## src/hdl/gcl_defines.vh

```
/*
 * Constants for the GPIO port configuration lock and alternate-function
 * block: register byte offsets, field positions, reset values and the
 * states of the lock key sequence tracker.
 * Assumes inclusion by bare name from the design files of this block.
 */
`ifndef GCL_DEFINES_VH
`define GCL_DEFINES_VH

// ==========================================================================
// Register byte offsets
`define GCL_OFS_MODE 8'h00
`define GCL_OFS_OTYPE 8'h04
`define GCL_OFS_OSPEED 8'h08
`define GCL_OFS_PULL 8'h0c
`define GCL_OFS_INPUT 8'h10
`define GCL_OFS_OUTPUT 8'h14
`define GCL_OFS_SETCLR 8'h18
`define GCL_OFS_LOCK 8'h1c
`define GCL_OFS_AFLOW 8'h20
`define GCL_OFS_AFHIGH 8'h24

// ==========================================================================
// Field positions and widths
`define GCL_KEY_BIT 16
`define GCL_NPINS 16
`define GCL_AF_W 4

// ==========================================================================
// Reset values
`define GCL_RST_MODE 32'hffff_ffff
`define GCL_RST_ZERO32 32'h0000_0000
`define GCL_RST_ZERO16 16'h0000

// ==========================================================================
// Key sequence tracker states
`define GCL_KS_IDLE 2'b00
`define GCL_KS_ONE 2'b01
`define GCL_KS_ZERO 2'b10

// ==========================================================================
// AXI responses
`define GCL_RESP_OKAY 2'b00
`define GCL_RESP_SLVERR 2'b10

`endif

```

## src/hdl/gcl_port.v

```verilog
/*
 * GPIO port register block with configuration lock and alternate-function
 * selection, an AXI4-Lite slave on aclk/aresetn.
 * Assumes an AXI4-Lite master with at most one write and one read in
 * flight, and pin_input_value already synchronous to aclk.
 */
// Our own choice: the AXI4-Lite register port.
// Contract
// - Lock mask bits 15:0 pick pins frozen by a correct key sequence.
// - After the sequence, locked pin settings stay frozen until reset.
// - A set mask bit freezes that pin's control and alternate settings.
// - Key bit 16 always readable, changed only by the key sequence.
// - Any wrong step abandons the attempt, nothing gets locked.
// - After a successful sequence key reads 1 until reset.
// - Mask bits writable only while key reads 0.
// - With key at 1 the lock register is unmodifiable until reset.
// - Lock register at 0x1C, reset zero, bits 31:17 reserved.
// - Low alternate register 0x20 holds 4-bit selectors for pins 0-7.
// - High alternate register 0x24 holds selectors for pins 8-15.
`timescale 1ns/100ps
`include "gcl_defines.vh"

module gcl_port #(
	parameter NPINS = 16
) (
	input wire aclk,
	input wire aresetn,
	input wire [7:0] s_axi_awaddr,
	input wire [2:0] s_axi_awprot,
	input wire s_axi_awvalid,
	output wire s_axi_awready,
	input wire [31:0] s_axi_wdata,
	input wire [3:0] s_axi_wstrb,
	input wire s_axi_wvalid,
	output wire s_axi_wready,
	output reg [1:0] s_axi_bresp,
	output reg s_axi_bvalid,
	input wire s_axi_bready,
	input wire [7:0] s_axi_araddr,
	input wire [2:0] s_axi_arprot,
	input wire s_axi_arvalid,
	output wire s_axi_arready,
	output reg [31:0] s_axi_rdata,
	output reg [1:0] s_axi_rresp,
	output reg s_axi_rvalid,
	input wire s_axi_rready,
	input wire [15:0] pin_input_value,
	output wire [31:0] pin_mode_select,
	output wire [15:0] output_type_select,
	output wire [31:0] output_speed_select,
	output wire [31:0] pull_resistor_select,
	output reg [15:0] pin_output_value,
	output wire [31:0] alt_func_select_low,
	output wire [31:0] alt_func_select_high,
	output reg [15:0] pin_lock_mask,
	output reg lock_key
);

	// ======================================================================
	// Write channel capture: address and data taken in either order.
	reg aw_held;
	reg w_held;
	reg [7:0] aw_addr;
	reg [31:0] w_data;
	reg [3:0] w_strb;
	reg [1:0] key_state;
	reg [1:0] next_key_state;
	wire wr_go;
	wire [31:0] bmask;
	wire full_word;
	wire lock_ok;
	reg mapped_w;
	reg mapped_r;
	reg [31:0] rd_val;

	// Ready outputs: a channel refuses while it is held or an answer waits.
	assign s_axi_awready = !aw_held && !s_axi_bvalid;
	assign s_axi_wready = !w_held && !s_axi_bvalid;
	assign s_axi_arready = !s_axi_rvalid;
	assign wr_go = aw_held && w_held && !s_axi_bvalid;

	// Byte strobes widened to a bit mask, and the full-word test.
	assign bmask = {{8{w_strb[3]}}, {8{w_strb[2]}}, {8{w_strb[1]}},
		{8{w_strb[0]}}};
	assign full_word = (w_strb == 4'hf);

	// Holding registers for address and data until both are present.
	// A channel taken early waits here, so either order is accepted.
	always @(posedge aclk) begin
		if (!aresetn) begin
			aw_held <= 1'b0;
			w_held <= 1'b0;
			aw_addr <= 8'h00;
			w_data <= `GCL_RST_ZERO32;
			w_strb <= 4'h0;
		end else begin
			if (s_axi_awvalid && s_axi_awready) begin
				aw_held <= 1'b1;
				aw_addr <= s_axi_awaddr;
			end else if (wr_go) begin
				aw_held <= 1'b0;
			end
			if (s_axi_wvalid && s_axi_wready) begin
				w_held <= 1'b1;
				w_data <= s_axi_wdata;
				w_strb <= s_axi_wstrb;
			end else if (wr_go) begin
				w_held <= 1'b0;
			end
		end
	end

	// Write address decode; unmapped addresses answer with an error.
	always @* begin
		case ({aw_addr[7:2], 2'b00})
		`GCL_OFS_MODE, `GCL_OFS_OTYPE, `GCL_OFS_OSPEED, `GCL_OFS_PULL,
		`GCL_OFS_INPUT, `GCL_OFS_OUTPUT, `GCL_OFS_SETCLR, `GCL_OFS_LOCK,
		`GCL_OFS_AFLOW, `GCL_OFS_AFHIGH: begin
			mapped_w = 1'b1;
		end
		default: begin
			mapped_w = 1'b0;
		end
		endcase
	end

	// Write response: one cycle after both channels were taken.
	// No new write is taken while the answer waits, so one is in flight.
	always @(posedge aclk) begin
		if (!aresetn) begin
			s_axi_bvalid <= 1'b0;
			s_axi_bresp <= `GCL_RESP_OKAY;
		end else if (wr_go) begin
			s_axi_bvalid <= 1'b1;
			s_axi_bresp <= mapped_w ? `GCL_RESP_OKAY : `GCL_RESP_SLVERR;
		end else if (s_axi_bready) begin
			s_axi_bvalid <= 1'b0;
		end
	end

	// ======================================================================
	// Per-register write strobes.
	wire lock_wr = wr_go && ({aw_addr[7:2], 2'b00} == `GCL_OFS_LOCK);
	wire mode_wr = wr_go && ({aw_addr[7:2], 2'b00} == `GCL_OFS_MODE);
	wire otype_wr = wr_go && ({aw_addr[7:2], 2'b00} == `GCL_OFS_OTYPE);
	wire speed_wr = wr_go && ({aw_addr[7:2], 2'b00} == `GCL_OFS_OSPEED);
	wire pull_wr = wr_go && ({aw_addr[7:2], 2'b00} == `GCL_OFS_PULL);
	wire out_wr = wr_go && ({aw_addr[7:2], 2'b00} == `GCL_OFS_OUTPUT);
	wire sc_wr = wr_go && ({aw_addr[7:2], 2'b00} == `GCL_OFS_SETCLR);
	wire afl_wr = wr_go && ({aw_addr[7:2], 2'b00} == `GCL_OFS_AFLOW);
	wire afh_wr = wr_go && ({aw_addr[7:2], 2'b00} == `GCL_OFS_AFHIGH);

	// Key bit of the captured write and its mask against the stored mask.
	wire key_bit = w_data[`GCL_KEY_BIT];
	wire mask_same = (w_data[15:0] == pin_lock_mask);

	// ======================================================================
	// Key sequence tracker: 1, 0, 1 with an unchanged mask, full words only.
	// Reads leave it alone; once the key is set it is no longer used.
	always @* begin
		next_key_state = key_state;
		if (lock_wr && !lock_key) begin
			if (!full_word) begin
				next_key_state = `GCL_KS_IDLE;
			end else begin
				case (key_state)
				`GCL_KS_IDLE: begin
					next_key_state = key_bit ? `GCL_KS_ONE : `GCL_KS_IDLE;
				end
				`GCL_KS_ONE: begin
					// A 0 with a changed mask aborts; a repeated 1 counts as a new first write.
					if (!key_bit && mask_same) begin
						next_key_state = `GCL_KS_ZERO;
					end else begin
						next_key_state = key_bit ? `GCL_KS_ONE : `GCL_KS_IDLE;
					end
				end
				`GCL_KS_ZERO: begin
					next_key_state = `GCL_KS_IDLE;
				end
				default: begin
					next_key_state = `GCL_KS_IDLE;
				end
				endcase
			end
		end
	end

	// The third write arms the key when it carries 1 and the same mask.
	assign lock_ok = lock_wr && !lock_key && full_word &&
		key_state == `GCL_KS_ZERO && key_bit && mask_same;

	// Lock register: mask writable only while the key is clear.
	// The key has no clear path but reset, so the lock holds until reset.
	always @(posedge aclk) begin
		if (!aresetn) begin
			key_state <= `GCL_KS_IDLE;
			lock_key <= 1'b0;
			pin_lock_mask <= `GCL_RST_ZERO16;
		end else begin
			key_state <= next_key_state;
			if (lock_ok) begin
				lock_key <= 1'b1;
			end
			if (lock_wr && !lock_key) begin
				// Key clear: the mask takes the written bytes under the strobes.
				pin_lock_mask <= (pin_lock_mask & ~bmask[15:0]) |
					(w_data[15:0] & bmask[15:0]);
			end
		end
	end

	// ======================================================================
	// Per-pin configuration fields, each frozen when its pin is locked.
	wire [NPINS-1:0] pin_frozen = pin_lock_mask & {NPINS{lock_key}};

	// One lock-gated field per pin in every control register.
	genvar g;
	generate
		for (g = 0; g < NPINS; g = g + 1) begin : pin
			localparam integer HB = (g % 8) * 4;
			gcl_field_reg #(.W(2), .RST(2'b11)) u_mode (
				.aclk(aclk), .aresetn(aresetn), .wr(mode_wr),
				.locked(pin_frozen[g]),
				.wdata(w_data[2*g+1:2*g]), .wmask(bmask[2*g+1:2*g]),
				.q(pin_mode_select[2*g+1:2*g]));
			gcl_field_reg #(.W(1), .RST(1'b0)) u_otype (
				.aclk(aclk), .aresetn(aresetn), .wr(otype_wr),
				.locked(pin_frozen[g]),
				.wdata(w_data[g]), .wmask(bmask[g]),
				.q(output_type_select[g]));
			gcl_field_reg #(.W(2), .RST(2'b00)) u_speed (
				.aclk(aclk), .aresetn(aresetn), .wr(speed_wr),
				.locked(pin_frozen[g]),
				.wdata(w_data[2*g+1:2*g]), .wmask(bmask[2*g+1:2*g]),
				.q(output_speed_select[2*g+1:2*g]));
			gcl_field_reg #(.W(2), .RST(2'b00)) u_pull (
				.aclk(aclk), .aresetn(aresetn), .wr(pull_wr),
				.locked(pin_frozen[g]),
				.wdata(w_data[2*g+1:2*g]), .wmask(bmask[2*g+1:2*g]),
				.q(pull_resistor_select[2*g+1:2*g]));
			if (g < 8) begin : lo
				gcl_field_reg #(.W(`GCL_AF_W), .RST(4'h0)) u_af (
					.aclk(aclk), .aresetn(aresetn), .wr(afl_wr),
					.locked(pin_frozen[g]),
					.wdata(w_data[HB+3:HB]), .wmask(bmask[HB+3:HB]),
					.q(alt_func_select_low[HB+3:HB]));
			end else begin : hi
				gcl_field_reg #(.W(`GCL_AF_W), .RST(4'h0)) u_af (
					.aclk(aclk), .aresetn(aresetn), .wr(afh_wr),
					.locked(pin_frozen[g]),
					.wdata(w_data[HB+3:HB]), .wmask(bmask[HB+3:HB]),
					.q(alt_func_select_high[HB+3:HB]));
			end
		end
	endgenerate

	// ======================================================================
	// Output data with atomic set/clear; set wins over clear.
	// Output data is not configuration, so it never locks.
	always @(posedge aclk) begin
		if (!aresetn) begin
			pin_output_value <= `GCL_RST_ZERO16;
		end else if (out_wr) begin
			pin_output_value <= (pin_output_value & ~bmask[15:0]) |
				(w_data[15:0] & bmask[15:0]);
		end else if (sc_wr) begin
			pin_output_value <= (pin_output_value &
				~(w_data[31:16] & bmask[31:16])) |
				(w_data[15:0] & bmask[15:0]);
		end
	end

	// ======================================================================
	// Read path: one-cycle latency, unmapped reads answer with an error.
	always @* begin
		mapped_r = 1'b1;
		case ({s_axi_araddr[7:2], 2'b00})
		`GCL_OFS_MODE: rd_val = pin_mode_select;
		`GCL_OFS_OTYPE: rd_val = {16'h0000, output_type_select};
		`GCL_OFS_OSPEED: rd_val = output_speed_select;
		`GCL_OFS_PULL: rd_val = pull_resistor_select;
		`GCL_OFS_INPUT: rd_val = {16'h0000, pin_input_value};
		`GCL_OFS_OUTPUT: rd_val = {16'h0000, pin_output_value};
		`GCL_OFS_SETCLR: rd_val = `GCL_RST_ZERO32;
		`GCL_OFS_LOCK: rd_val = {15'h0000, lock_key, pin_lock_mask};
		`GCL_OFS_AFLOW: rd_val = alt_func_select_low;
		`GCL_OFS_AFHIGH: rd_val = alt_func_select_high;
		default: begin
			rd_val = `GCL_RST_ZERO32;
			mapped_r = 1'b0;
		end
		endcase
	end

	// Read data register, held until the master takes it.
	// Data is caught at the accepting edge, so it cannot tear later.
	always @(posedge aclk) begin
		if (!aresetn) begin
			s_axi_rvalid <= 1'b0;
			s_axi_rdata <= `GCL_RST_ZERO32;
			s_axi_rresp <= `GCL_RESP_OKAY;
		end else if (s_axi_arvalid && s_axi_arready) begin
			s_axi_rvalid <= 1'b1;
			s_axi_rdata <= rd_val;
			s_axi_rresp <= mapped_r ? `GCL_RESP_OKAY : `GCL_RESP_SLVERR;
		end else if (s_axi_rready) begin
			s_axi_rvalid <= 1'b0;
		end
	end

endmodule

```

## src/hdl/gcl_field_reg.v

```verilog
/*
 * One per-pin configuration field with a lock gate: the field is loaded
 * from the bus under byte strobes only while its pin is not locked.
 * Assumes a synchronous active-low reset and a single clock aclk.
 */
`timescale 1ns/100ps

module gcl_field_reg #(
	parameter W = 2,
	parameter [W-1:0] RST = {W{1'b0}}
) (
	input wire aclk,
	input wire aresetn,
	input wire wr,
	input wire locked,
	input wire [W-1:0] wdata,
	input wire [W-1:0] wmask,
	output reg [W-1:0] q
);

	// ======================================================================
	// Field storage: a locked pin ignores every write.
	always @(posedge aclk) begin
		if (!aresetn) begin
			q <= RST;
		end else if (wr && !locked) begin
			q <= (q & ~wmask) | (wdata & wmask);
		end
	end

endmodule

```

## config.mk

```make
export PLATFORM = sky130hd
export DESIGN_NAME = gcl_port
export DESIGN_NICKNAME = d
export VERILOG_FILES = /design/src/hdl/gcl_port.v /design/src/hdl/gcl_field_reg.v
export VERILOG_INCLUDE_DIRS = /design/src /design/src/hdl
export SDC_FILE = /design/constraint.sdc
export NUM_CORES = 1
export LEC_CHECK = 0
export ABC_AREA = 1
export BUFFER_PORTS_ARGS = -buffer_cell sky130_fd_sc_hd__buf_2
export CORE_ASPECT_RATIO = 1.5
export CORE_UTILIZATION = 54
export DETAILED_ROUTE_END_ITERATION = 8
export GPL_TIMING_DRIVEN = 0
export PLACE_DENSITY_LB_ADDON = 0.05
export SYNTH_ARGS = -nofsm -noshare
export SYNTH_HDL_FRONTEND = slang
export SYNTH_SLANG_ARGS = --single-unit
```

## constraint.sdc

```tcl
create_clock -name aclk -period 1.9 [get_ports aclk]
set_input_delay 0.38 -clock aclk [delete_from_list [all_inputs] [get_ports aclk]]
set_output_delay 0.38 -clock aclk [all_outputs]
set_load 0.01 [all_outputs]
```

# Word-level counts from Yosys, hierarchy flattened
# Cells that the tools add are included.
# totals
register_bits	295
input_bits	81
elab_cells	489
# op_classes
n_eq_ne	22
n_mux	18
n_bitwise	221
reduce_logical	134
# op_table
cell	count
one-hot mux 32 bit (9 select lines)	1
AND 2 bit	64
logical AND 1 bit	102
AND 16 bit	6
AND 4 bit	24
bitwise OR 2 bit	48
bitwise OR 4 bit	16
== test 6 x 3 -> 1 bit (second input constant)	8
bitwise OR 16 bit	3
AND 1 bit	32
2-to-1 mux 16 bit	2
NOT 16 bit	2
== test 6 x 2 -> 1 bit (second input constant)	4
== test 6 x 4 -> 1 bit (second input constant)	4
zero test 1 bit	22
OR reduction 10 bit	2
== test 16 bit	1
NOT 4 bit	4
bitwise OR 1 bit	16
== test 6 x 1 -> 1 bit (second input constant)	2
zero test 6 bit	2
2-to-1 mux 1 bit	10
nonzero test 2 bit	5
2-to-1 mux 2 bit	4
other kinds (7)	11

# Logic depth before layout (Yosys ltp)
# Gate-level depths: netlist of run 1.
# depth
depth_word	8
ltp_mapped	11

# Hierarchy
# Synthesis of run 1 repeated with hierarchy kept, for this count alone.
# unflattened
cells_unflattened	2404
hier_area_um2	14868.0
# modules_own_cells
mod	n_inst	cells_per_inst	area_each_um2	seq_area_each_um2
gcl_port	1	1156	6900.4	2302.2
gcl_field_reg (pin[0].u_pull ...)	32	15	91.3	40.0
gcl_field_reg (pin[0].lo.u_af ...)	16	29	178.9	80.1
gcl_field_reg (pin[0].u_mode ...)	16	11	83.8	40.0
gcl_field_reg (pin[0].u_otype ...)	16	8	52.6	20.0

# Worst setup path after synthesis of run 1
# OpenSTA, ideal clock, no wires.
# synth_timing
path_type	reg-to-reg
startpoint	register s_axi_bvalid
endpoint	register (tool-made name)
arrival_ps	1465
required_time_ps	1768
slack_ps	302
path_stages_with_launch	10
period_less_slack_ps	1598
cell_sequence	dfxtp_1 inv_2 nand3_2 inv_2 nand4_2 nor3_4 buf_4 nand2_1 nand2_1 a21oi_1
# synth_lines
element	line_no	rtl
start: declaration	gcl_port.v:37	output reg s_axi_bvalid,
start signal: assignment	gcl_port.v:131	s_axi_bvalid <= 1'b0;
start signal: assignment	gcl_port.v:134	s_axi_bvalid <= 1'b1;
start signal: assignment	gcl_port.v:137	s_axi_bvalid <= 1'b0;

==> impl.org, run 1 <==
** Synthesis
- In the synthesized netlist the dominant register cell turns out to be dfxtp_1.
- Ranking of synthesized cells by area :: dfxtp_1, nand2_1, a21oi_1, nor2_1, inv_1
- Yosys warning total :: 0
- The synthesized design spends more area on one cell type than any other, namely dfxtp_1.
- In this run the biggest area consumer among cell types represents 43.3% of the synthesized area.
- Synthesis instantiated 31 different standard cells from the library.
- Arithmetic-cell share of the synthesized area counting full adders, half adders and majority gates :: 0%
- Register area share after synthesis :: 43.3%
- Multiplexer area fraction after synthesis :: 0%
- Counting every instance in the synthesized netlist gives 1972.
- Post-synth EDFFs :: 0
- Counting instances in the post-synthesis netlist gives the leading cell types as nand2_1, dfxtp_1, nor2_1.
- The synthesized netlist devotes 17.0% of its cell area to compound gates.
- Of the total synthesized cell area, the portion taken by XOR and XNOR cells is 0.586%.
- Largest family of logic cells by synthesized area :: simple AND/OR/NAND/NOR gates
- Post-synthesis area per instance :: 6.82 µm²
- Number of synthesized register bits :: 291
- nand2_1 is the most common cell in the netlist.
- Synth Area in Simple Gates :: 29.3%
- The mapped netlist covers 0.0134 mm².
- Ys async rst share :: 0%

** Final layout
- Register Area :: 0.00583 mm²
- Ratio of cells with drive above 1 in the final layout :: 22.9%
- The multi-input combinational cells in the finished layout cover a total of 0.00663 mm².
- Filler cells :: 2105
- Post-layout net count :: 2417
- Once layout is complete, the cells apart from fillers number 2681.
- Relative to the synthesized area, the layout overhead comes to 25.9%.

** Floorplanning
- Placeable core area :: 0.0244 mm²
- Die X-Extent :: 131 µm
- Once the floorplan was initialized, standard cells occupied 55.0% of the core.
- Die outline height :: 195 µm
- Row count :: 70
- The floorplan step defined a die boundary enclosing 0.0255 mm².
- Boundary pin count :: 331

** Timing
- Tmin final :: 1.91 ns
- The final count of pins violating max slew came to 0.
- Max-slew headroom :: 13.6%
- The number of failing hold endpoints at the final stage was 0.
- Setup repair after global routing could not meet its margin everywhere.
- Static timing analysis puts the maximum clock frequency at 523 MHz.
- After layout, the worst setup slack is -0.0119 ns.
- Post-route fraction of the period consumed by the critical path :: 101%
- After routing, the total negative slack on setup checks comes to -0.0253 ns.
- Setup violations remaining at the end of the flow were counted as 3.
- Clock skew after layout :: 0.0129 ns
- At the pin with the least slew margin, the transition time is 1.30 ns.

** Detailed routing
- After detailed routing, the met2 layer carries 28800 µm of wire.
- The final layout contains routed wiring with a total length of 64500 µm.
- After the first detailed-routing iteration, the DRC count stood at 1797.
- 1st-pass router iterations :: 7
- In the routed design, unresolved DRC markers number 0.
- Drt via density :: 6.08
- Wire segments on met3 add up to 7610 µm in the final route.
- The count of nets left with antenna violations once routing finished came out at 0.
- Drt wl/cell :: 24.1 µm
- The detailed router used layers up to and including met4.
- Via total after detailed routing :: 16300
- Length of routed wiring on met1 :: 20900 µm

** Placement
- Prior to clock tree synthesis, the placed netlist has a worst setup slack of -0.767 ns.
- After legalization and detailed placement, the total HPWL measured 47100 µm.
- In this run, placement finished with an instance count of 2614.
- GP Congestion :: 1.01
- PortBufs :: 317

** Worst setup path
- Setup slack on the worst flop-to-flop path :: 0.04 ns
- The worst setup path is of the in2reg kind.
- At the worst endpoint, the arrival time is 2.28 ns.
- Data on the critical path is required at its endpoint by 2.27 ns.
- The worst setup path is launched from an input port.
- Endpoint type of the worst setup path :: flop
- Along the worst path, the maximum fanout reaches 10.

** Clock network
- In this run the clock root is driven by a clkbuf_16.
- TritonCTS built the clock tree.
- H-tree depth reported by CTS :: 1
- After clock tree synthesis, the clock-pin slew on the worst setup and hold paths is 0.06 ns.
- Number of clock sinks :: 291
- Clock latency on the worst-skew pair :: 0.55 ns
- Bufs on Longest Clock Path :: 3
- Number of buffers created by CTS :: 27
- Hold-fix buffer count after cts :: 0

** Global route
- Number of antenna violations at the first check in global routing :: 0
- The first global-routing pass estimated 93300 µm of wire.
- Total congestion overflow after global routing :: 0
- Combined global-route utilization of all metal layers :: 50.7%
- Maximum number of pins on one net before global-route repair :: 16
- Number of global-route vias before repair :: 15500

** Power
- Worst VDD drop :: 0.898 mV
- LEAKAGE :: 0.00790 µW
- Total power density per cell area :: 792 mW/mm²

** Min path
- The tightest min-delay check is of the in2reg type.

** Status
- The run finished, with violations left.
- The final reports fail on negative setup slack.

** Flow run
- The tool flagged a number of max-cap violations equal to 0.
## layout make-up
class / instances / area share (%)
clock buffers: 37 / 4.45
plain buffers: 112 / 3.65
inverters: 209 / 4.76
flip-flops and latches: 291 / 34.4
well taps: 324 / 2.40
repair buffers: 334 / 10.3
diodes: 1 / 0.0148
clock inverters: 12 / 0.821
multi-input cells: 1361 / 39.2
## critical path: stages
cell	delay (ns)
clkbuf_1	0.22
clkbuf_1	0.40
clkdlybuf4s15_1	1.03
o211ai_1	0.24
## final timing paths
path | endpoint | from | cells after the start
worst min register to register | s_axi_rdata[20] | s_axi_rdata[20] | 2
worst max register to register | flop | lock_key | 7
worst min-delay path | w_data[5] | s_axi_wdata[5] | 3
worst max-delay path | flop | aresetn | 4
## power by group
part	switching (µW)	internal (µW)
Clock	2470	3180
Sequential	170	6210
Combinational	1070	313
## per-layer routing
layer	GRT usage (%)	vias to the layer above
li1	-	7212
met1	56.0	7392
met2	78.3	1319
met3	12.7	390
met4	47.3	0
met5	0	-
## kinds of logic (layout without fill, tap and decap cells)
group,count (synthesis),count (layout)
and+or+nand+nor,926,926
AOI/OAI and AO/OA,424,424
buffers and inverters,321,704
DFF,291,291
xor gates and xnor gates,9,9
other,1,3
## timing repair
| action | 4_1_cts | 5_1_grt |
|---|---|---|
| pin swaps | 4 | 4 |
| setup endpoints to repair | 218 | 200 |
| endpoints found under the hold margin | 0 | 0 |
| buffers inserted | 6 | 11 |
| resized for setup | 61 | 108 |
## placed cells by master (no fill, tap or decap), types with 32 or more instances in the layout
master / instances
dfxtp_1: 288
nand2_1: 462
buf_4: 36
buf_2: 330
nor2_1: 207
nand4_1: 83
nand3_1: 80
o21ai_0: 115
a211oi_1: 32
o211ai_1: 32
inv_1: 193
clkbuf_1: 45
a21oi_1: 227
## per-stage QoR
step,util (%),hold WS (ns),area (µm²),total power [µW]
floorplan,-,0.437,13400,7080
global placement,63.2,0.449,15400,7670
detailed placement,63.2,0.452,15400,7700
CTS,68.0,0.107,16600,13200
global route,69.3,0.135,16900,13700
finish,69.3,0.107,16900,13400
No activity file was read; power rests on OpenSTA's default activity.
==> run 2, diff against run 1 <==
- PLACE_DENSITY: not set -> 0.83
- PLACE_DENSITY_LB_ADDON: 0.05 -> not set
==> run 2 against run 1 <==
Net effect: the run still ends with negative setup slack left; power up 2.8%; fmax down 3.6%; clock power increased by 7.4%; global-route usage fell by 1.7 points; cell area rose by 0.11%; final cell count shrank 0.11%; critical path depth increased by 1; non-clock buffer count shrank 6; utilization up 0.077 points; via count fell by 0.67%; register-to-register slack got worse by 0.11 ns; sequential cell count unchanged.
==> impl.org, run 2 (synthesis gave the netlist of run 1 again) <==
** Global route
- The initial antenna violation count was 2 (+2).
- The largest net degree at the start of global routing came to 15 (-1).
- Global-route wire length before repair :: 90400 µm (-3.1%)
- The overall routing resource usage came to 48.9% (-1.7 points).
- Number of global-route vias before repair :: 14800 (-4.5%)
- The total global routing overflow is 0 (unchanged).

** Status
- Status :: finished, violations left
- Failing checks :: negative setup slack

** Detailed routing
- The wire length per cell after detailed routing is 23.8 µm (-1.1%).
- The wire length on met1 came to 21000 µm (+0.16%).
- The number of antenna-violating nets in the routed design came to 0 (unchanged).
- The detailed-route via count was 16200 (-0.67%).
- After detailed routing, no signal wire sits above met4.
- Sum of met2 wire segment lengths after detailed routing :: 28800 µm (+0.33%)
- Detailed route wirelength on metal3 :: 7210 µm (-5.3%)
- The via count normalized by instance count is 6.05 (-0.56%).
- The number of violations reported at the end of detailed-routing iteration 0 is 1980 (+10%).
- 1st-pass router iterations :: 8 (+1)
- Post-route DRC violation count :: 0 (unchanged)
- Total wirelength of the detailed-routed design :: 63800 µm (-1.2%)

** Timing
- Final-report hold violation count :: 0 (unchanged)
- The number of endpoints failing setup at the final stage was 9 (+6).
- Total count of max-transition violations in the final report :: 0 (unchanged)
- The worst-margin pin slew is 1.07 ns (-0.225 ns).
- Post-Route Setup TNS :: -0.279 ns (-0.254 ns)
- Setup repair after global routing could not meet its margin everywhere.
- Post-route fraction of the period consumed by the critical path :: 104% (+3.7 points)
- The post-route clock skew came to 0.0303 ns (+0.0175 ns).
- The minimum setup slack in the final design was -0.0826 ns (-0.0707 ns).
- The timing-limited maximum frequency is 504 MHz (-3.6%).
- Max-slew headroom :: 28.6% (+15 points)
- The minimum period implied by the final worst setup slack came to 1.98 ns (+0.0707 ns).

** Worst setup path
- Top cell by count, worst path :: clkbuf_1
- Critical R2R Launch :: aw_addr[7]
- The critical path goes through clkbuf_1 -> clkbuf_1 -> clkbuf_1 -> o21ai_0 -> nor2_1.
- Crit. Startpoint :: aresetn
- Cell depth of the worst flop-to-flop path :: 9 (+2)
- Worst Path Class, Setup :: in2reg
- The largest fanout on the critical path came to 10 (unchanged).
- The longest individual stage delay on the worst path came to 0.68 ns (-0.35 ns).
- The setup slack on the worst flop-to-flop path came to -0.07 ns (-0.11 ns).
- Crit path required time :: 2.40 ns (+0.13 ns)
- WP data arrival :: 2.48 ns (+0.20 ns)
- The worst setup path is launched from an input port.
- STA classifies the critical path endpoint as a flop.
- On the critical path, the stage with the largest delay is an instance of clkbuf_1.

** Final layout
- Ratio of cells with drive above 1 in the final layout :: 22.6% (-0.30 points)
- The finished layout cell area came to 0.0169 mm² (+0.11%).
- Share of the core filled with cells :: 69.3% (+0.077 points)
- The library cell used most frequently in the layout, excluding fill and tap cells, is nand2_1.
- Post-layout net count :: 2412 (-0.21%)
- The number of fill cells is 2161 (+2.7%).
- Relative to the synthesized area, the layout overhead comes to 26.1%.
- Post-layout instance count excluding filler cells :: 2678 (-0.11%)
- The area used by multi-input combinational logic was 0.00663 mm² (unchanged).
- Register Area :: 0.00583 mm² (unchanged)
- Most used cells in the layout excluding fill and tap cells :: nand2_1, buf_2, dfxtp_1, a21oi_1, nor2_1

** Placement
- PortBufs :: 317 (unchanged)
- The post-place setup slack was -0.729 ns (+0.0377 ns).
- The routability-driven placement congestion ratio was 1.01 (+0.69%).
- The cell count after placement is 2614 (unchanged).
- DPL Wire Length :: 47600 µm (+0.96%)
- The post-placement cell area came to 0.0154 mm² (unchanged).

** Floorplanning
- The number of primary I/O pins is 331 (unchanged).
- The width of the chip came to 131 µm (unchanged).
- The placement row count is 70 (unchanged).
- The effective utilization at floorplan came to 55.0% (unchanged).
- The placeable core region is 0.0244 mm² (unchanged).
- The area of the die is 0.0255 mm² (unchanged).
- The overall die height came to 195 µm (unchanged).

** Clock network
- H-tree depth reported by CTS :: 1 (unchanged)
- The clock latency at the later pin of the worst-skew pair is 0.57 ns (+0.02 ns).
- Number of clock sinks :: 291 (unchanged)
- The cell sitting at the root of the clock tree is a clkbuf_16.
- CTS clock-pin slew for the worst setup and hold paths :: 0.06 ns (about the same)
- Number of buffers created by CTS :: 28 (+3.7%)
- TritonCTS clock tree :: built
- The maximum buffer depth of the clock tree is 3 (unchanged).

** Power
- The leakage power summed over all cells came to 0.00787 µW (-0.42%).
- Total power density per cell area :: 814 mW/mm² (+2.7%)
- The peak supply drop is 0.838 mV (-6.7%).

** Flow run
- The number of max-capacitance violations reported was 0 (unchanged).

** Min path
- The worst hold path belongs to the class in2reg.
## run 2: cell types whose count changed in the layout (fill, tap and decap cells not counted), moves of 4 or more
cell,change
buf_4,-7
clkbuf_1,+7
clkbuf_2,-5
nor3_2,+5
clkinv_2,-4
nor2_1,+4
nor3_1,-4
o21ai_1,-4
## run 2: worst max-delay path: cells and delay by family
kind	cells	cell delay [ns]
AND/OR/NAND/NOR	1	0.14
AO/OA/AOI/OAI	1	0.25
buffers and inverters	3	1.68
## run 2: worst min-delay path by stage
stage / slack, ns / cells after the start / from / end
2_1_floorplan: 0.44 / 2 / flop / flop
3_3_place_gp: 0.45 / 2 / flop / flop
3_5_place_dp: 0.45 / 2 / s_axi_rdata[26] / s_axi_rdata[26]
4_1_cts: 0.09 / 3 / s_axi_wdata[0] / w_data[0]
5_1_grt: 0.12 / 3 / s_axi_wdata[2] / w_data[2]
6_report: 0.10 / 3 / s_axi_wdata[0] / w_data[0]
## run 2: cell type report
class	count	share of cell area, %
clock buffers	40	4.82
diodes	2	0.0295
plain buffers	112	3.49
clock inverters	11	0.960
inverters	209	4.76
multi-input cells	1361	39.1
flip-flops and latches	291	34.4
repair buffers	328	10.0
well taps	324	2.39
## run 2: per-stage QoR
step,total power [µW],hold WS (ns)
floorplan,7080,0.437
global placement,7650,0.449
detailed placement,7670,0.453
CTS,13600,0.0907
global route,14000,0.122
finish,13800,0.101
## run 2: repair_timing
item                                    CTS  global route
setup buffers                             8             3
endpoints found under the setup margin  202           186
hold buffers                              0             0
endpoints found under the hold margin     0             0
gates resized for setup                  55            86
pin swaps                                 5             1
## run 2: report_power, final
part	total [µW]	switching [µW]	internal (µW)
Clock	6070	2540	3530
Sequential	6390	185	6210
Combinational	1330	1030	301
Total	13800	3750	10000
## run 2: routing by layer
| metal | up-vias | global-route usage, % |
|---|---|---|
| li1 | 7198 | - |
| met1 | 7300 | 54.6 |
| met2 | 1333 | 77.2 |
| met3 | 372 | 11.5 |
| met4 | 0 | 42.2 |
| met5 | - | 0 |
==> run 3, diff against run 2 <==
- CTS_BUF_LIST: not set -> sky130_fd_sc_hd__clkbuf_16
==> run 3 against run 2 <==
Net effect: the run still ends with negative setup slack left; critical path depth unchanged; count of clock-buffer cells in the layout decreased by 11; wire length about the same; power decreased by 1.6%.
==> impl.org, run 3 (synthesis gave the netlist of run 1 again) <==
** Status
- Status :: finished, violations left
- Failing checks :: negative setup slack

** Detailed routing
- The wire length per cell after detailed routing came to 23.7 µm (-0.25%).
- Detailed route wirelength on metal3 :: 7420 µm (+3.0%)
- The detailed-route via count was 16200 (-0.25%).
- Drt via density :: 6.02 (-0.51%)
- 1st-pass router iterations :: 6 (-2)
- Max Used Layer :: met4
- Final antenna-violating net count :: 0 (unchanged)
- Total wirelength of the detailed-routed design :: 63800 µm (about the same)
- Post-route DRC violation count :: 0 (unchanged)
- The wire length on met1 came to 20900 µm (-0.42%).
- The met2 wire length was 28900 µm (+0.12%).
- DRC violation total after the first TritonRoute iteration :: 1873 (-5.4%)

** Worst setup path
- The worst setup path is launched from an input port.
- STA classifies the critical path endpoint as a flop.
- The data arrival time of the critical path came to 2.46 ns (-0.02 ns).
- Crit path required time :: 2.40 ns (about the same)
- The longest individual stage delay on the worst path came to 0.68 ns (about the same).
- The cell that appears most often on the critical path is clkbuf_1.
- The setup path with the least slack is of type in2reg.
- Worst-path fanout max :: 10 (unchanged)
- Crit-path cells :: clkbuf_1 -> clkbuf_1 -> clkbuf_1 -> o21ai_0 -> nor2_1
- CP max stage cell :: clkbuf_1

** Timing
- Final-report hold violation count :: 0 (unchanged)
- Max-slew headroom :: 29.6% (+1.0 points)
- Tightest Pin Transition :: 1.06 ns (-0.0154 ns)
- Minimum hold slack :: 0.0955 ns (-0.00564 ns)
- Final setup violation count :: 4 (-5)
- Unrepaired setup endpoints after global routing :: yes
- Setup slack after layout :: -0.0564 ns (+0.0262 ns)
- The timing-limited maximum frequency was 511 MHz (+1.3%).
- The final count of pins violating max slew was 0 (unchanged).
- The post-route clock skew came to 0.0365 ns (+0.00621 ns).
- The post-route fraction of the period consumed by the critical path was 103% (-1.4 points).
- The minimum period implied by the final worst setup slack is 1.96 ns (-0.0262 ns).

** Clock network
- In this run the clock root is driven by a clkbuf_16.
- The clock slew at the register clock pins of the worst setup and hold paths is 0.06 ns (about the same).
- The maximum buffer depth of the clock tree came to 3 (unchanged).
- Number of clock sinks :: 291 (unchanged)
- The number of hold-repair buffers added at the cts stage is 0 (unchanged).
- Number of buffers created by CTS :: 28 (unchanged)
- TritonCTS built the clock tree.
- Clock latency on the worst-skew pair :: 0.57 ns (about the same)
- The H-tree depth reported by CTS came to 1 (unchanged).

** Final layout
- The number of non-filler instances in the completed layout was 2685 (+0.26%).
- Compared with the post-synthesis result, the final layout area differs by 26.2%.
- Most used cells in the layout excluding fill and tap cells :: nand2_1, buf_2, dfxtp_1, a21oi_1, nor2_1
- Post-layout net count :: 2417 (+0.21%)
- Filler cells :: 2155 (-0.28%)
- The finished layout cell area came to 0.0170 mm² (+0.13%).
- The library cell used most frequently in the layout, excluding fill and tap cells, is nand2_1.
- The fraction of layout cells with a size suffix above 1 came to 22.7% (+0.037 points).

** Power
- Total power density per cell area :: 799 mW/mm² (-1.8%)
- Worst VDD drop :: 0.842 mV (+0.56%)
- The power consumption was 13600 µW (-1.6%).
- LEAKAGE :: 0.00790 µW (+0.42%)

** Global route
- The largest net degree at the start of global routing was 15 (unchanged).
- The total global routing overflow is 0 (unchanged).
- Global-route wire length before repair :: 90400 µm (about the same)
- Combined global-route utilization of all metal layers :: 49.0% (+0.086 points)
- Number of global-route vias before repair :: 14800 (-0.24%)
- The initial antenna violation count came to 3 (+1).

** Placement
- The post-place setup slack was -0.729 ns (unchanged).
- Number of placed instances with taps included :: 2614 (unchanged)
- The count of buffers from port buffering is 317 (unchanged).
- Placement Cell Area :: 0.0154 mm² (unchanged)
- DPL Wire Length :: 47600 µm (unchanged)
- The routability-driven placement congestion ratio came to 1.01 (unchanged).

** Floorplanning
- The area of the die is 0.0255 mm² (unchanged).
- The placeable core region was 0.0244 mm² (unchanged).
- Row count :: 70 (unchanged)
- The width of the chip came to 131 µm (unchanged).
- The number of primary I/O pins came to 331 (unchanged).
- The effective utilization at floorplan came to 55.0% (unchanged).
- The overall die height was 195 µm (unchanged).

** Flow run
- Number of max-cap violations :: 0 (unchanged)

** Min path
- Path class of the lowest-slack min-delay path :: in2reg
## run 3: report_power, final
part           leakage, µW  internal (µW)  switching, µW  total (µW)
registers          0.00236           6210            184        6390
clock network     0.000470           3290           2540        5830
logic              0.00508            307           1030        1340
## run 3: final timing paths
check | slack [ns] | cells after the start | endpoint | start
max | -0.06 | 5 | flop | aresetn
min | 0.1 | 3 | w_data[3] | s_axi_wdata[3]
min reg2reg | 0.46 | 2 | s_axi_rdata[22] | s_axi_rdata[22]
max reg2reg | 0.01 | 9 | flop | s_axi_bvalid
## run 3: cell type report
| type | instances | area, µm² | share of cell area [%] |
|---|---|---|---|
| clock inverter | 22 | 204 | 1.20 |
| multi-input combinational | 1361 | 6660 | 39.3 |
| tap | 324 | 405 | 2.39 |
| inverter | 209 | 801 | 4.72 |
| antenna | 4 | 10.0 | 0.0590 |
| timing repair buffer | 333 | 1730 | 10.2 |
| sequential | 291 | 5830 | 34.4 |
| clock buffer | 29 | 726 | 4.28 |
| buffer | 112 | 601 | 3.54 |
## run 3: repair_timing
item	in CTS	in global routing
resized for setup	55	98
pin swaps	5	1
setup endpoints to repair	202	188
setup buffers	8	8
hold endpoints to repair	0	0
## run 3: critical path, delay by kind of cell
kind	cells	cell delay, ns
buffers and inverters	3	1.68
AOI/OAI and AO/OA	1	0.25
and+or+nand+nor	1	0.14
## run 3: per-layer routing
layer  up-vias  track usage (%)
li1       7200                -
met1      7308             54.2
met2      1290             77.5
met3       365             12.7
met4         0             41.3
met5         -                0
## run 3: per-stage QoR
step / utilization [%] / TNS, ns
global route: 69.4 / -0.894
global placement: 63.2 / -94.64
detailed placement: 63.2 / -102.41
finish: 69.4 / -0.0993
floorplan: - / 0
CTS: 68.1 / 0
